$ cat config.mk
export PLATFORM = sky130hd
export DESIGN_NAME = analog_input_value_processing
export DESIGN_NICKNAME = d
export VERILOG_FILES = /design/src/hdl/ramp_filter.v /design/src/hdl/pct_scale.v /design/src/hdl/analog_input_value_processing.v
export VERILOG_INCLUDE_DIRS = /design/src /design/src/hdl
export SDC_FILE = /design/constraint.sdc
export NUM_CORES = 2
export LEC_CHECK = 0
export BUFFER_PORTS_ARGS = -buffer_cell sky130_fd_sc_hd__buf_2
export CORE_MARGIN = 5
export CORE_UTILIZATION = 40
export DETAILED_ROUTE_END_ITERATION = 16
export PLACE_DENSITY = 0.55
export SLEW_MARGIN = 20
export SYNTH_ARGS = -nofsm -noshare
export SYNTH_HDL_FRONTEND = slang
export SYNTH_SLANG_ARGS = --single-unit
$ cat constraint.sdc
create_clock -name pclk -period 88.8 [get_ports pclk]
set_input_delay 4.44 -clock pclk [delete_from_list [all_inputs] [get_ports pclk]]
set_output_delay 4.44 -clock pclk [all_outputs]
set_load 0.02 [all_outputs]
$ cat src/hdl/aivp_defs.vh
`ifndef AIVP_DEFS_VH
`define AIVP_DEFS_VH

// apb register byte offsets
`define OFF_CTRL 12'h000
`define OFF_SCALE 12'h004
`define OFF_LIMITS 12'h008
`define OFF_THRESH 12'h00C
`define OFF_SUBST 12'h010
`define OFF_SIMUL 12'h014
`define OFF_FILTER 12'h018
`define OFF_STATUS 12'h01C
`define OFF_IRQ_STAT 12'h020
`define OFF_IRQ_MASK 12'h024
`define OFF_SAMPLE 12'h028

// control register fields
`define CTRL_SIM_BIT 0
`define CTRL_EMODE_LO 1
`define CTRL_EMODE_HI 2
`define CTRL_WSTAT_BIT 3
`define CTRL_LFD_BIT 4
`define CTRL_SUB_WSTAT_BIT 5
`define CTRL_SUB_LF_BIT 6
`define CTRL_SUB_INV_BIT 7
`define CTRL_SIM_WSTAT_BIT 8
`define CTRL_SIM_LF_BIT 9
`define CTRL_SIM_INV_BIT 10
`define CTRL_RESET 32'h00000000

// error modes
`define EMODE_CURRENT 2'h0
`define EMODE_SUBST 2'h1
`define EMODE_LAST 2'h2

// scaling and limit defaults
`define START_DEFAULT 16'h2710
`define END_DEFAULT 16'hC350
`define MIN_DEFAULT 16'h0000
`define MAX_DEFAULT 16'hFFFF

// loop current thresholds in adc codes, 12-bit full scale is 25 mA
`define SHORT_DEFAULT 12'hD71
`define BREAK_DEFAULT 12'h0A4
`define LIVE_ZERO_CODE 12'h24D
`define CODE_4MA 12'h28F
`define CODE_20MA 12'hCCC

// percent values in 0.01 % steps, limits signed 16 bit, full scale 17 bit
`define PCT_MIN 16'hF63C
`define PCT_MAX 16'h30D4
`define PCT_FULL 17'h02710

// timing
`define CLK_HZ 40000000
`define PERIOD_NS 6500000
// 6.5 ms word period and 100 Hz filter step, counted in 25 ns clocks
`define PERIOD_CYCLES 23'h3F7A0
`define TICK_CYCLES 26'h61A80
`define SEC_CYCLES 40000000

// interrupt bits
`define IRQ_SHORT 0
`define IRQ_BREAK 1
`define IRQ_UPDATE 2

`endif

$ cat src/hdl/ramp_filter.v
`timescale 1ns/100ps
`default_nettype none

// linear slew limiter on the 12-bit loop code
module ramp_filter (
    input wire pclk,
    input wire presetn,
    input wire [11:0] raw,
    input wire [7:0] rate_pct,
    input wire step_tick,
    output reg [11:0] filt
);
    // one step of codes per tick: 4-20 mA span = 2621 codes, pct of it per second
    wire [19:0] span_mul;
    wire [19:0] step_full;
    wire [11:0] step;
    assign span_mul = {8'h00, 12'hA3D} * {12'h000, rate_pct};
    // span * pct / 100 per second, spread over 100 ticks; never below one code
    assign step_full = span_mul / 20'h02710;
    assign step = (step_full == 20'h00000) ? 12'h001 : step_full[11:0];

    always @(posedge pclk or negedge presetn) begin
        if (!presetn) begin
            filt <= 12'h000;
        end else if (rate_pct == 8'h00) begin
            filt <= raw;
        end else if (step_tick) begin
            if (raw > filt) begin
                filt <= (raw - filt > step) ? filt + step : raw;
            end else begin
                filt <= (filt - raw > step) ? filt - step : raw;
            end
        end
    end
endmodule
`default_nettype wire

$ cat src/hdl/pct_scale.v
`timescale 1ns/100ps
`default_nettype none

// maps a fraction of range (0..1 as 0..10000) onto start..end codes
module pct_scale (
    input wire signed [17:0] frac,
    input wire [15:0] start_code,
    input wire [15:0] end_code,
    output reg [15:0] scaled
);
    reg signed [17:0] span;
    reg signed [37:0] prod;
    reg signed [37:0] res;
    // signed math so below-zero and over-range percents extrapolate
    always @* begin
        span = $signed({2'b00, end_code}) - $signed({2'b00, start_code});
        prod = span * frac;
        res = $signed({22'h000000, start_code}) + prod / 38'sd10000;
        if (res < 38'sd0) begin
            scaled = 16'h0000;
        end else if (res > 38'sd65535) begin
            scaled = 16'hFFFF;
        end else begin
            scaled = res[15:0];
        end
    end
endmodule
`default_nettype wire

$ cat src/hdl/analog_input_value_processing.v
// Overview of operation
// normal forwards field value, simulation forwards sim
// current-value mode forwards live value despite fault
// substitute mode outputs substitute value on fault
// last-valid mode holds value before fault
// status option embeds status in word
// non-default scaling suppresses status bits
// 0% to start code, 100% end code
// line fault triggers diagnosis and error strategy
// short circuit above short threshold
// lead breakage below breakage threshold
// ramp filter limits change; zero disables
// clamp output between min and max
// substitute percent -25..125, scaled
// simulation percent -25..125, output in simulation
// substitute status may attach fault, invalid flags
// simulation invalid flag triggers substitute strategy
// bit0 live zero, bit1 fault, 4+ value
// process word delivered every 6.5 ms
// filter, scale, select, clamp, insert status
//
// Chosen here: the address map and the APB register port.
`timescale 1ns/100ps
`default_nettype none
`include "aivp_defs.vh"

// the two time bases are parameters so a bench can shorten them
module analog_input_value_processing #(
    parameter [22:0] PERIOD_CYC = `PERIOD_CYCLES,
    parameter [25:0] TICK_CYC = `TICK_CYCLES
) (
    input wire pclk,
    input wire presetn,
    input wire psel,
    input wire penable,
    input wire pwrite,
    input wire [11:0] paddr,
    input wire [31:0] pwdata,
    output reg [31:0] prdata,
    output reg pready,
    output reg pslverr,
    input wire [11:0] adc_code,
    input wire adc_valid,
    output reg [15:0] proc_word,
    output reg proc_strobe,
    output reg diag_fault,
    output reg irq
);
    // word period and filter step interval in clocks
    localparam [22:0] PERIOD = PERIOD_CYC;
    localparam [25:0] TICK_DIV = TICK_CYC;

    // configuration registers
    reg [31:0] ctrl_reg;
    reg [15:0] start_reg;
    reg [15:0] end_reg;
    reg [15:0] min_reg;
    reg [15:0] max_reg;
    reg [11:0] short_reg;
    reg [11:0] break_reg;
    reg [15:0] subst_reg;
    reg [15:0] simul_reg;
    reg [7:0] filter_reg;
    // event, sample and held-value state
    reg [2:0] irq_stat_reg;
    reg [2:0] irq_mask_reg;
    reg [11:0] sample_reg;
    reg [15:0] last_valid_reg;
    // time base counters
    reg [22:0] period_cnt_reg;
    reg [25:0] tick_cnt_reg;
    reg short_prev_reg;
    reg break_prev_reg;
    reg [15:0] word_next;

    // control field decode
    wire sim_mode = ctrl_reg[`CTRL_SIM_BIT];
    wire [1:0] emode = ctrl_reg[`CTRL_EMODE_HI:`CTRL_EMODE_LO];
    wire with_status = ctrl_reg[`CTRL_WSTAT_BIT];
    wire lfd_en = ctrl_reg[`CTRL_LFD_BIT];

    // bus strobes and time base ticks
    wire wr_access = psel & penable & pwrite;
    wire rd_setup = psel & ~penable & ~pwrite;
    wire period_tick = (period_cnt_reg == PERIOD - 23'd1);
    wire step_tick = (tick_cnt_reg == TICK_DIV - 26'd1);

    // conversion results are latched; the word period runs independent of them
    always @(posedge pclk or negedge presetn) begin
        if (!presetn) begin
            sample_reg <= 12'h000;
        end else if (adc_valid) begin
            sample_reg <= adc_code;
        end
    end

    // damping filter stepped at 100 Hz
    wire [11:0] filt_code;
    ramp_filter u_filter (
        .pclk(pclk),
        .presetn(presetn),
        .raw(sample_reg),
        .rate_pct(filter_reg),
        .step_tick(step_tick),
        .filt(filt_code)
    );

    // line fault decisions on the unfiltered code so faults show at once
    wire is_short = sample_reg > short_reg;
    wire is_break = sample_reg < break_reg;
    wire live_zero = sample_reg <= `LIVE_ZERO_CODE;
    wire line_fault = lfd_en & (is_short | is_break);

    // field code to fraction of range in 0.01 % units
    wire signed [31:0] field_num = $signed({20'h00000, filt_code})
        - $signed({20'h00000, `CODE_4MA});
    wire signed [31:0] field_prod = field_num * 32'sd10000;
    wire signed [31:0] field_frac32 = field_prod / 32'sd2621;
    wire signed [17:0] field_frac = field_frac32[17:0];

    // clamp a percent setting to -25..125 %
    function signed [17:0] pct_lim;
        input [15:0] p;
        begin
            if ($signed(p) < $signed(`PCT_MIN)) begin
                pct_lim = {{2{1'b1}}, `PCT_MIN};
            end else if ($signed(p) > $signed(`PCT_MAX)) begin
                pct_lim = {2'b00, `PCT_MAX};
            end else begin
                pct_lim = {{2{p[15]}}, p};
            end
        end
    endfunction

    wire signed [17:0] live_frac = sim_mode ? pct_lim(simul_reg) : field_frac;
    wire [15:0] live_scaled;
    wire [15:0] subst_scaled;
    pct_scale u_live (
        .frac(live_frac),
        .start_code(start_reg),
        .end_code(end_reg),
        .scaled(live_scaled)
    );
    pct_scale u_subst (
        .frac(pct_lim(subst_reg)),
        .start_code(start_reg),
        .end_code(end_reg),
        .scaled(subst_scaled)
    );

    // simulated invalid data counts as a fault for the error strategy
    wire sim_invalid = sim_mode & ctrl_reg[`CTRL_SIM_WSTAT_BIT] & ctrl_reg[`CTRL_SIM_INV_BIT];
    wire fault = line_fault | sim_invalid;
    wire default_scale = (start_reg == `START_DEFAULT) && (end_reg == `END_DEFAULT);
    wire status_ok = with_status & default_scale;

    // select, clamp, then status insertion
    reg [15:0] sel_val;
    reg [1:0] stat_bits;
    reg use_subst;
    always @* begin
        use_subst = 1'b0;
        sel_val = live_scaled;
        case (emode)
            `EMODE_SUBST: begin
                if (fault) begin
                    sel_val = subst_scaled;
                    use_subst = 1'b1;
                end
            end
            `EMODE_LAST: begin
                if (fault) begin
                    sel_val = last_valid_reg;
                end
            end
            default: begin
                sel_val = live_scaled;
            end
        endcase
        if (sel_val < min_reg) begin
            sel_val = min_reg;
        end else if (sel_val > max_reg) begin
            sel_val = max_reg;
        end
    end

    // status bits and word assembly; bits 3:0 of the value are given up for them
    always @* begin
        stat_bits = {line_fault, live_zero & ~sim_mode};
        if (use_subst && ctrl_reg[`CTRL_SUB_WSTAT_BIT]) begin
            stat_bits = {ctrl_reg[`CTRL_SUB_LF_BIT] & line_fault,
                         ctrl_reg[`CTRL_SUB_INV_BIT]};
        end else if (sim_mode && ctrl_reg[`CTRL_SIM_WSTAT_BIT]) begin
            stat_bits = {ctrl_reg[`CTRL_SIM_LF_BIT] & line_fault,
                         ctrl_reg[`CTRL_SIM_INV_BIT]};
        end
        if (status_ok) begin
            word_next = {sel_val[15:4], 2'b00, stat_bits};
        end else begin
            word_next = sel_val;
        end
    end

    // word period counter, free running so delivery ignores conversion timing
    always @(posedge pclk or negedge presetn) begin
        if (!presetn) begin
            period_cnt_reg <= 23'd0;
        end else begin
            period_cnt_reg <= period_tick ? 23'd0 : period_cnt_reg + 23'd1;
        end
    end

    // filter step counter; with a nonzero rate the ramp only moves on its wrap
    always @(posedge pclk or negedge presetn) begin
        if (!presetn) begin
            tick_cnt_reg <= 26'd0;
        end else begin
            tick_cnt_reg <= step_tick ? 26'd0 : tick_cnt_reg + 26'd1;
        end
    end

    // process word, last valid value and diagnosis
    always @(posedge pclk or negedge presetn) begin
        if (!presetn) begin
            proc_word <= 16'h0000;
            proc_strobe <= 1'b0;
            last_valid_reg <= 16'h0000;
            diag_fault <= 1'b0;
        end else begin
            proc_strobe <= period_tick;
            diag_fault <= line_fault;
            if (period_tick) begin
                proc_word <= word_next;
            end
            if (!fault) begin
                last_valid_reg <= live_scaled;
            end
        end
    end

    // rising edges of each fault kind raise an event only once per fault
    wire short_rise = line_fault & is_short & ~short_prev_reg;
    wire break_rise = line_fault & is_break & ~break_prev_reg;
    wire [2:0] irq_set;
    wire [2:0] irq_clr;
    assign irq_set[`IRQ_SHORT] = short_rise;
    assign irq_set[`IRQ_BREAK] = break_rise;
    assign irq_set[`IRQ_UPDATE] = period_tick;
    assign irq_clr = (wr_access && (paddr == `OFF_IRQ_STAT)) ? pwdata[2:0] : 3'h0;

    // sticky event bits, write one to clear; a set beats a same-cycle clear
    genvar gi;
    generate
        for (gi = 0; gi < 3; gi = gi + 1) begin : g_irq
            always @(posedge pclk or negedge presetn) begin
                if (!presetn) begin
                    irq_stat_reg[gi] <= 1'b0;
                end else if (irq_set[gi]) begin
                    irq_stat_reg[gi] <= 1'b1;
                end else if (irq_clr[gi]) begin
                    irq_stat_reg[gi] <= 1'b0;
                end
            end
        end
    endgenerate

    // apb register writes; unmapped and read-only offsets are ignored
    always @(posedge pclk or negedge presetn) begin
        if (!presetn) begin
            ctrl_reg <= `CTRL_RESET;
            start_reg <= `START_DEFAULT;
            end_reg <= `END_DEFAULT;
            min_reg <= `MIN_DEFAULT;
            max_reg <= `MAX_DEFAULT;
            short_reg <= `SHORT_DEFAULT;
            break_reg <= `BREAK_DEFAULT;
            subst_reg <= 16'h0000;
            simul_reg <= 16'h0000;
            filter_reg <= 8'h00;
            irq_mask_reg <= 3'h0;
            short_prev_reg <= 1'b0;
            break_prev_reg <= 1'b0;
            irq <= 1'b0;
        end else begin
            short_prev_reg <= line_fault & is_short;
            break_prev_reg <= line_fault & is_break;
            if (wr_access) begin
                case (paddr)
                    `OFF_CTRL: ctrl_reg <= {21'h000000, pwdata[10:0]};
                    `OFF_SCALE: begin
                        start_reg <= pwdata[15:0];
                        end_reg <= pwdata[31:16];
                    end
                    `OFF_LIMITS: begin
                        min_reg <= pwdata[15:0];
                        max_reg <= pwdata[31:16];
                    end
                    `OFF_THRESH: begin
                        break_reg <= pwdata[11:0];
                        short_reg <= pwdata[27:16];
                    end
                    `OFF_SUBST: subst_reg <= pwdata[15:0];
                    `OFF_SIMUL: simul_reg <= pwdata[15:0];
                    `OFF_FILTER: filter_reg <= pwdata[7:0];
                    `OFF_IRQ_MASK: irq_mask_reg <= pwdata[2:0];
                    default: begin
                    end
                endcase
            end
            irq <= |(irq_stat_reg & irq_mask_reg);
        end
    end

    // apb read path: no wait state, data ready with pready
    always @(posedge pclk or negedge presetn) begin
        if (!presetn) begin
            prdata <= 32'h00000000;
            pready <= 1'b0;
            pslverr <= 1'b0;
        end else begin
            pready <= psel & ~penable;
            pslverr <= 1'b0;
            if (psel & ~penable) begin
                pslverr <= (paddr > `OFF_SAMPLE) | (paddr[1:0] != 2'b00);
            end
            if (rd_setup) begin
                case (paddr)
                    `OFF_CTRL: prdata <= ctrl_reg;
                    `OFF_SCALE: prdata <= {end_reg, start_reg};
                    `OFF_LIMITS: prdata <= {max_reg, min_reg};
                    `OFF_THRESH: prdata <= {4'h0, short_reg, 4'h0, break_reg};
                    `OFF_SUBST: prdata <= {16'h0000, subst_reg};
                    `OFF_SIMUL: prdata <= {16'h0000, simul_reg};
                    `OFF_FILTER: prdata <= {24'h000000, filter_reg};
                    `OFF_STATUS: prdata <= {12'h000, proc_word, 1'b0, live_zero, fault, line_fault};
                    `OFF_IRQ_STAT: prdata <= {29'h00000000, irq_stat_reg};
                    `OFF_IRQ_MASK: prdata <= {29'h00000000, irq_mask_reg};
                    `OFF_SAMPLE: prdata <= {20'h00000, sample_reg};
                    default: prdata <= 32'h00000000;
                endcase
            end
        end
    end

    wire unused_ok = &{1'b0, field_frac32[31:18]}; // quotient never needs these bits
endmodule
`default_nettype wire

Word level (Yosys, flattened, before mapping)
Cells that the tools add are included.
{ "op_classes": {"addsub": 10, "mul": 4, "n_div": 4, "magnitude_cmp": 17, "eq_ne": 16, "mux": 36, "n_bitwise": 24, "reduce_logical": 21} }
{ "op_table": {"columns": ["op", "n"], "rows": [
  ["case mux 32 bit (11 select lines)", 1],
  ["2-to-1 mux 16 bit", 8],
  ["2-to-1 mux 18 bit", 5],
  ["adder 17 x 38 -> 38 bit", 2],
  ["divider 38 x 15 -> 38 bit, second input constant", 2],
  ["> comparator 38 x 17 -> 1 bit, second input constant", 2],
  ["less-than comparator 38 x 1 -> 1 bit, second input constant", 2],
  ["2-to-1 mux 12 bit", 6],
  ["multiplier 17 x 18 -> 35 bit", 2],
  ["equality test 12 x 5 -> 1 bit, second input constant", 4],
  ["> comparator 12 bit", 4],
  ["equality test 12 x 6 -> 1 bit, second input constant", 3],
  ["subtractor 12 bit", 3],
  ["divider 32 x 13 -> 32 bit, second input constant", 1],
  ["> comparator 16 x 15 -> 1 bit, second input constant", 2],
  ["less-than comparator 16 x 13 -> 1 bit, second input constant", 2],
  ["case mux 16 bit (2 select lines)", 1],
  ["adder 26 x 1 -> 26 bit, second input constant", 1],
  ["equality test 26 x 19 -> 1 bit, second input constant", 1],
  ["2-to-1 mux 26 bit", 1],
  ["equality test 12 x 4 -> 1 bit, second input constant", 2],
  ["multiplier 13 x 11 -> 24 bit, second input constant", 1],
  ["adder 23 x 1 -> 23 bit, second input constant", 1],
  ["equality test 23 x 18 -> 1 bit, second input constant", 1],
  ["other kinds (31)", 74]
]} }
{ "word_totals": {"reg_bits": 289, "out_inout_bits": 53, "elab_cells": 160} }

Depth between registers and ports, before layout
{ "depth": {"depth_word": 16, "ltp_mapped": 340} }

Modules after synthesis
From an unflattened synthesis, not the netlist that was laid out.
{ "hier_totals": {"hier_cells": 10411, "area_unflattened_um2": 82456.6} }
{ "by_module_without_submodules": {"columns": ["module", "n_inst", "cells_each", "area_each_um2", "seq_area_each_um2"], "rows": [
  ["pct_scale", 2, 3128, 23910.4, 0.0],
  ["analog_input_value_processing", 1, 3249, 27772.9, 6977.9],
  ["ramp_filter", 1, 906, 6862.8, 300.3]
]} }

Worst setup path before layout
No wires, ideal clock.
{ "synth_path": {"path_kind": "register to register", "from": "register u_filter.filt[1]", "to": "register proc_word[1]", "setup_time_ps": 128, "arrival_ps": 69528, "path_slack_ps": 19144, "stages_incl_launch_ff": 301, "n_path_buf": 35, "cell_sequence": "dfrtp_1 ha_1 buf_2 nand3_2 a2111o_1 nand2_1 inv_2 buf_1 ha_1 ha_1 fa_1 inv_1 fa_1 fa_1 inv_1 ha_1 buf_2 a21oi_1 [... 265 more ...] ha_1 o21ai_0 nand2b_1 a21oi_1 nor2b_1 o21ai_0 nand2b_1 a21oi_1 nor2b_1 o21ai_0 a21boi_0 o21ai_0 inv_1 o22a_1 dlygate4sd1_1 a21o_1 o32ai_1 a21oi_1"} }
{ "synth_via": {"elab_chain_cells": 16, "elab_cells_between_ends": 19} }
{ "synth_rtl": {"columns": ["element", "line", "text"], "rows": [
  ["from (decl)", "ramp_filter.v:11", "output reg [11:0] filt"],
  ["from (signal assigned)", "ramp_filter.v:26", "filt <= raw;"],
  ["from (signal assigned)", "ramp_filter.v:29", "filt <= (raw - filt > step) ? filt + step : raw;"],
  ["from (signal assigned)", "ramp_filter.v:31", "filt <= (filt - raw > step) ? filt - step : raw;"],
  ["subtractor 12 x 10 -> 13 bit (*)", "analog_input_value_processing.v:115", "wire signed [31:0] field_num = $signed({20'h00000, filt_code})"],
  ["multiplier 13 x 11 -> 24 bit (*)", "analog_input_value_processing.v:117", "wire signed [31:0] field_prod = field_num * 32'sd10000;"],
  ["divider 32 x 13 -> 32 bit (*)", "analog_input_value_processing.v:118", "wire signed [31:0] field_frac32 = field_prod / 32'sd2621;"],
  ["2-to-1 mux 18 bit (*)", "analog_input_value_processing.v:135", "wire signed [17:0] live_frac = sim_mode ? pct_lim(simul_reg) : field_frac;"],
  ["multiplier 17 x 18 -> 35 bit (*)", "pct_scale.v:17", "prod = span * frac;"],
  ["divider 38 x 15 -> 38 bit (*)", "pct_scale.v:18", "res = $signed({22'h000000, start_code}) + prod / 38'sd10000;"],
  ["adder 17 x 38 -> 38 bit (*)", "pct_scale.v:18", null],
  ["> comparator 38 x 17 -> 1 bit", "pct_scale.v:21", "end else if (res > 38'sd65535) begin"],
  ["2-to-1 mux 16 bit", "pct_scale.v:21", null],
  ["2-to-1 mux 16 bit (*)", "pct_scale.v:19", "if (res < 38'sd0) begin"],
  ["2-to-1 mux 16 bit, on equally long branches", "analog_input_value_processing.v:172, analog_input_value_processing.v:166", null],
  ["case mux 16 bit (2 select lines) (*)", "analog_input_value_processing.v:164", "case (emode)"],
  ["> comparator 16 bit", "analog_input_value_processing.v:182", "end else if (sel_val > max_reg) begin"],
  ["2-to-1 mux 16 bit", "analog_input_value_processing.v:182", null],
  ["2-to-1 mux 16 bit (*)", "analog_input_value_processing.v:180", "if (sel_val < min_reg) begin"],
  ["2-to-1 mux 4 bit (*)", "analog_input_value_processing.v:197", "if (status_ok) begin"],
  ["to (signal assigned)", "analog_input_value_processing.v:233", "proc_word <= word_next;"],
  ["to (decl)", "analog_input_value_processing.v:44", "output reg [15:0] proc_word,"]
]} }
Mark *: on every way between the ends. The rest lies on a longest branch, timed or not.
A chain may end at the register's enable or synchronous reset.

Worst setup path in the final report
{ "layout_path": {"from": "register u_filter.filt[4]", "to": "register proc_word[2]"} }
The elaborated chain is that of the path after synthesis.

==> qor.txt <==
==========================================================================================
Run status                                                                       completed
Clock-pin slew on the worst setup and hold paths                                     70 ps
Critical Path Fanout Max                                                                27
Arrival time of data at the critical path endpoint                                84640 ps
Wire length per cell                                                               23.7 µm
Die boundary height                                                                 493 µm
CORE AREA                                                                        0.232 mm²
Detailed-route vias per instance                                                      6.23
Initial core utilization                                                             0.402
Worst slack, placed                                                                 452 ps
DIE AREA                                                                         0.243 mm²
Post-synthesis net count                                                             13300
Crit start category                                                                   flop
Achievable frequency                                                              11.9 MHz
Hold bufs inserted after CTS                                                             0
Maximum level of the CTS H-tree                                                          1
Share of synthesized cell area in full adder, half adder and majority cells          0.209
Standard-cell row count                                                                177
Insertion delay to the later sink of the worst-skew pair                            620 ps
Critical Path End Type                                                                flop
Worst setup slack for register-to-register paths                                   4700 ps
Number of flip-flops under the largest register name                                    32
Setup-violating endpoint count in the final report                                       0
Class of the most critical setup path                                           reg -> reg
Post-synthesis instance area                                                    0.0933 mm²
Post-Route Hold Slack                                                               428 ps
Cell seen most often among critical-path stages                               sky130_fd_sc_hd__a21oi_1
Shortest clock period the worst path allows after layout                          84100 ps
Count of endpoints failing hold in the final timing report                               0
Unique masters post-synth                                                              189
Global-route wire length before repair                                           552000 µm
List of most frequent post-synthesis cells                                    sky130_fd_sc_hd__inv_1 (1152), sky130_fd_sc_hd__nor2_1 (1151), sky130_fd_sc_hd__nand2_1 (1081), sky130_fd_sc_hd__xnor2_1 (815), sky130_fd_sc_hd__a21oi_1 (671)
Register area share after synthesis                                                 0.0780
Multiplexer area fraction after synthesis                                           0.0365
Tightest slew margin relative to the limit                                           0.230
Fin Clk Skew                                                                       21.2 ps
Count of nets left with antenna violations after detail routing                          0
Combinational family with the most area after synthesis                       compound AO/OA/AOI/OAI gates
Post-synth ARST share                                                                 1.00
Critical path required time                                                       89340 ps
Synth-to-layout area growth                                                          6.00%
Global route overflow                                                                    0
Synthesized-area fraction occupied by xor and xnor cells                             0.109
HPWL after detailed placement                                                    293000 µm
Cell taking the most area after synthesis                                     sky130_fd_sc_hd__fa_1
Drt pass-1 iters                                                                         7
Count of max-cap constraint violations                                                   0
Post-synth top flop                                                           sky130_fd_sc_hd__dfrtp_1
Post-Synth Simple-Gate Area                                                          0.237
Transition at the pin with the smallest max-transition slack                       1150 ps
Cell types occupying the most area after synthesis                            sky130_fd_sc_hd__fa_1 (14%), sky130_fd_sc_hd__xnor2_1 (7.7%), sky130_fd_sc_hd__dfrtp_1 (6.8%), sky130_fd_sc_hd__ha_1 (6.3%), sky130_fd_sc_hd__inv_1 (4.6%)
DR iter-0 viols                                                                       8726
Highest cell delay on the worst timing path                                         920 ps
TritonCTS clock tree                                                                  done
Proportion of layout cells with a drive suffix above 1                               0.105
Slowest stage cell on the critical path                                       sky130_fd_sc_hd__a2111oi_0
Detailed-route wire length                                                       359000 µm
Syn avg cell area                                                                 7.69 µm²
Clock net sink count                                                                   289
Crit share post-route                                                                0.947
Library cell with the highest instance count after synthesis                  sky130_fd_sc_hd__inv_1
Overall routing resource usage                                                       0.282
Final weighted congestion in routability-driven placement                            0.971
Area fraction in compound gates after synthesis                                      0.255
Maximum number of pins on one net before global-route repair                           175
Initial antenna violation count                                                          4
Final slew viol count                                                                    0
Boundary pin count                                                                     115
Via total after detailed routing                                                     94200
Worst min-delay path category                                                   reg -> reg
Count of input and output buffers                                                      114
Post-route DRC violation count                                                           0
Number of global-route vias before repair                                            91200
Number of enable flip-flop cells after synthesis                                         0
Warning count from the yosys run                                                         0
Syn Inst Count                                                                       12100
Net total in the final layout                                                        13200
Horizontal extent of the die                                                        493 µm
Area share of the largest cell type after synthesis                                  0.142
Fill cell total of the finished layout                                               23700
Root cell of the clock tree                                                   sky130_fd_sc_hd__clkbuf_16
Instance area after placement                                                   0.0969 mm²
Finished Cell Area                                                              0.0989 mm²
PnR worst setup slack                                                              4700 ps
Buffer depth of the longest clock path                                                   3
Synthesis-stage register bit count                                                     289
TritonCTS Buffers                                                                       29
==========================================================================================
[cells in the final DEF (no fill, tap or decap), types with 254 or more instances in the layout]
master,synthesis,final
sky130_fd_sc_hd__nand3_1,349,348
sky130_fd_sc_hd__fa_1,663,662
sky130_fd_sc_hd__xor2_1,266,254
sky130_fd_sc_hd__xnor2_1,815,782
sky130_fd_sc_hd__nand2_1,1081,1079
sky130_fd_sc_hd__nor2_1,1151,1145
sky130_fd_sc_hd__buf_4,82,256
sky130_fd_sc_hd__inv_1,1152,1152
sky130_fd_sc_hd__ha_1,466,466
sky130_fd_sc_hd__a21oi_1,671,664
sky130_fd_sc_hd__o21ai_0,392,391
sky130_fd_sc_hd__nor3_1,355,352
[path summary, 6_finish.rpt]
kind,from,endpoint,depth (start not counted)
min in group asynchronous,presetn,proc_strobe,1
worst min-delay path,break_prev_reg,irq_stat_reg[1],1
max in group asynchronous,presetn,filter_reg[2],2
worst max-delay path,u_filter.filt[4],proc_word[2],274
worst min register to register,break_prev_reg,irq_stat_reg[1],1
worst max register to register,u_filter.filt[4],proc_word[2],274
[layer usage]
metal,vias up,GRT usage,wire length [µm],share of wire
met2,3500,0.479,169000,0.47
met4,0,0.109,17400,0.048
met1,46500,0.372,152000,0.42
met3,637,0.0267,20200,0.056
met5,-,0,0,0
li1,43500,-,-,-
[stage by stage]
step / setup TNS, ps / std cells / utilization
2_1_floorplan: 0 / 12100 / -
3_3_place_gp: 0 / 15000 / 0.417
3_5_place_dp: 0 / 15000 / 0.417
4_1_cts: 0 / 15100 / 0.421
5_1_grt: -100 / 15100 / 0.426
6_report: 0 / 15100 / 0.426
[repair_timing]
| action | in CTS | in global routing |
|---|---|---|
| resized for setup | 0 | 105 |
| setup buffers | 0 | 39 |
| setup endpoints to repair | 0 | 32 |
[worst max-delay path: cells and delay by family (launching register included)]
family	cells	cell delay (ps)
and+or+nand+nor	67	22270
adders and majority gates	21	9070
AOI/OAI and AO/OA	135	38160
muxes	10	3450
buffers and inverters	23	4070
DFF	1	520
xor gates and xnor gates	18	6180
[cell type report]
type	instances	area (µm²)	share of cell area
Antenna cell	4	10.0	0.000101
Clock buffer	40	817	0.00826
Clock inverter	14	158	0.00159
Inverter	1160	4350	0.0440
Multi-Input combinational cell	10200	79900	0.808
Sequential cell	289	7280	0.0736
Tap cell	3043	3810	0.0385
Timing Repair Buffer	374	2570	0.0260
[logic make-up (layout without fill, tap and decap cells)]
family	Yosys count	after routing
xor+xnor	1118	1118
buf+inv	1652	1588
fa+ha+maj	1165	1165
mux	312	312
compound gates	3230	3232
flops	289	289
simple gates	4367	4367
other cells	0	4
Power is left out: the tool's default activity adds up to more than one toggle a clock period on the data nets, which glitch-free logic cannot reach.
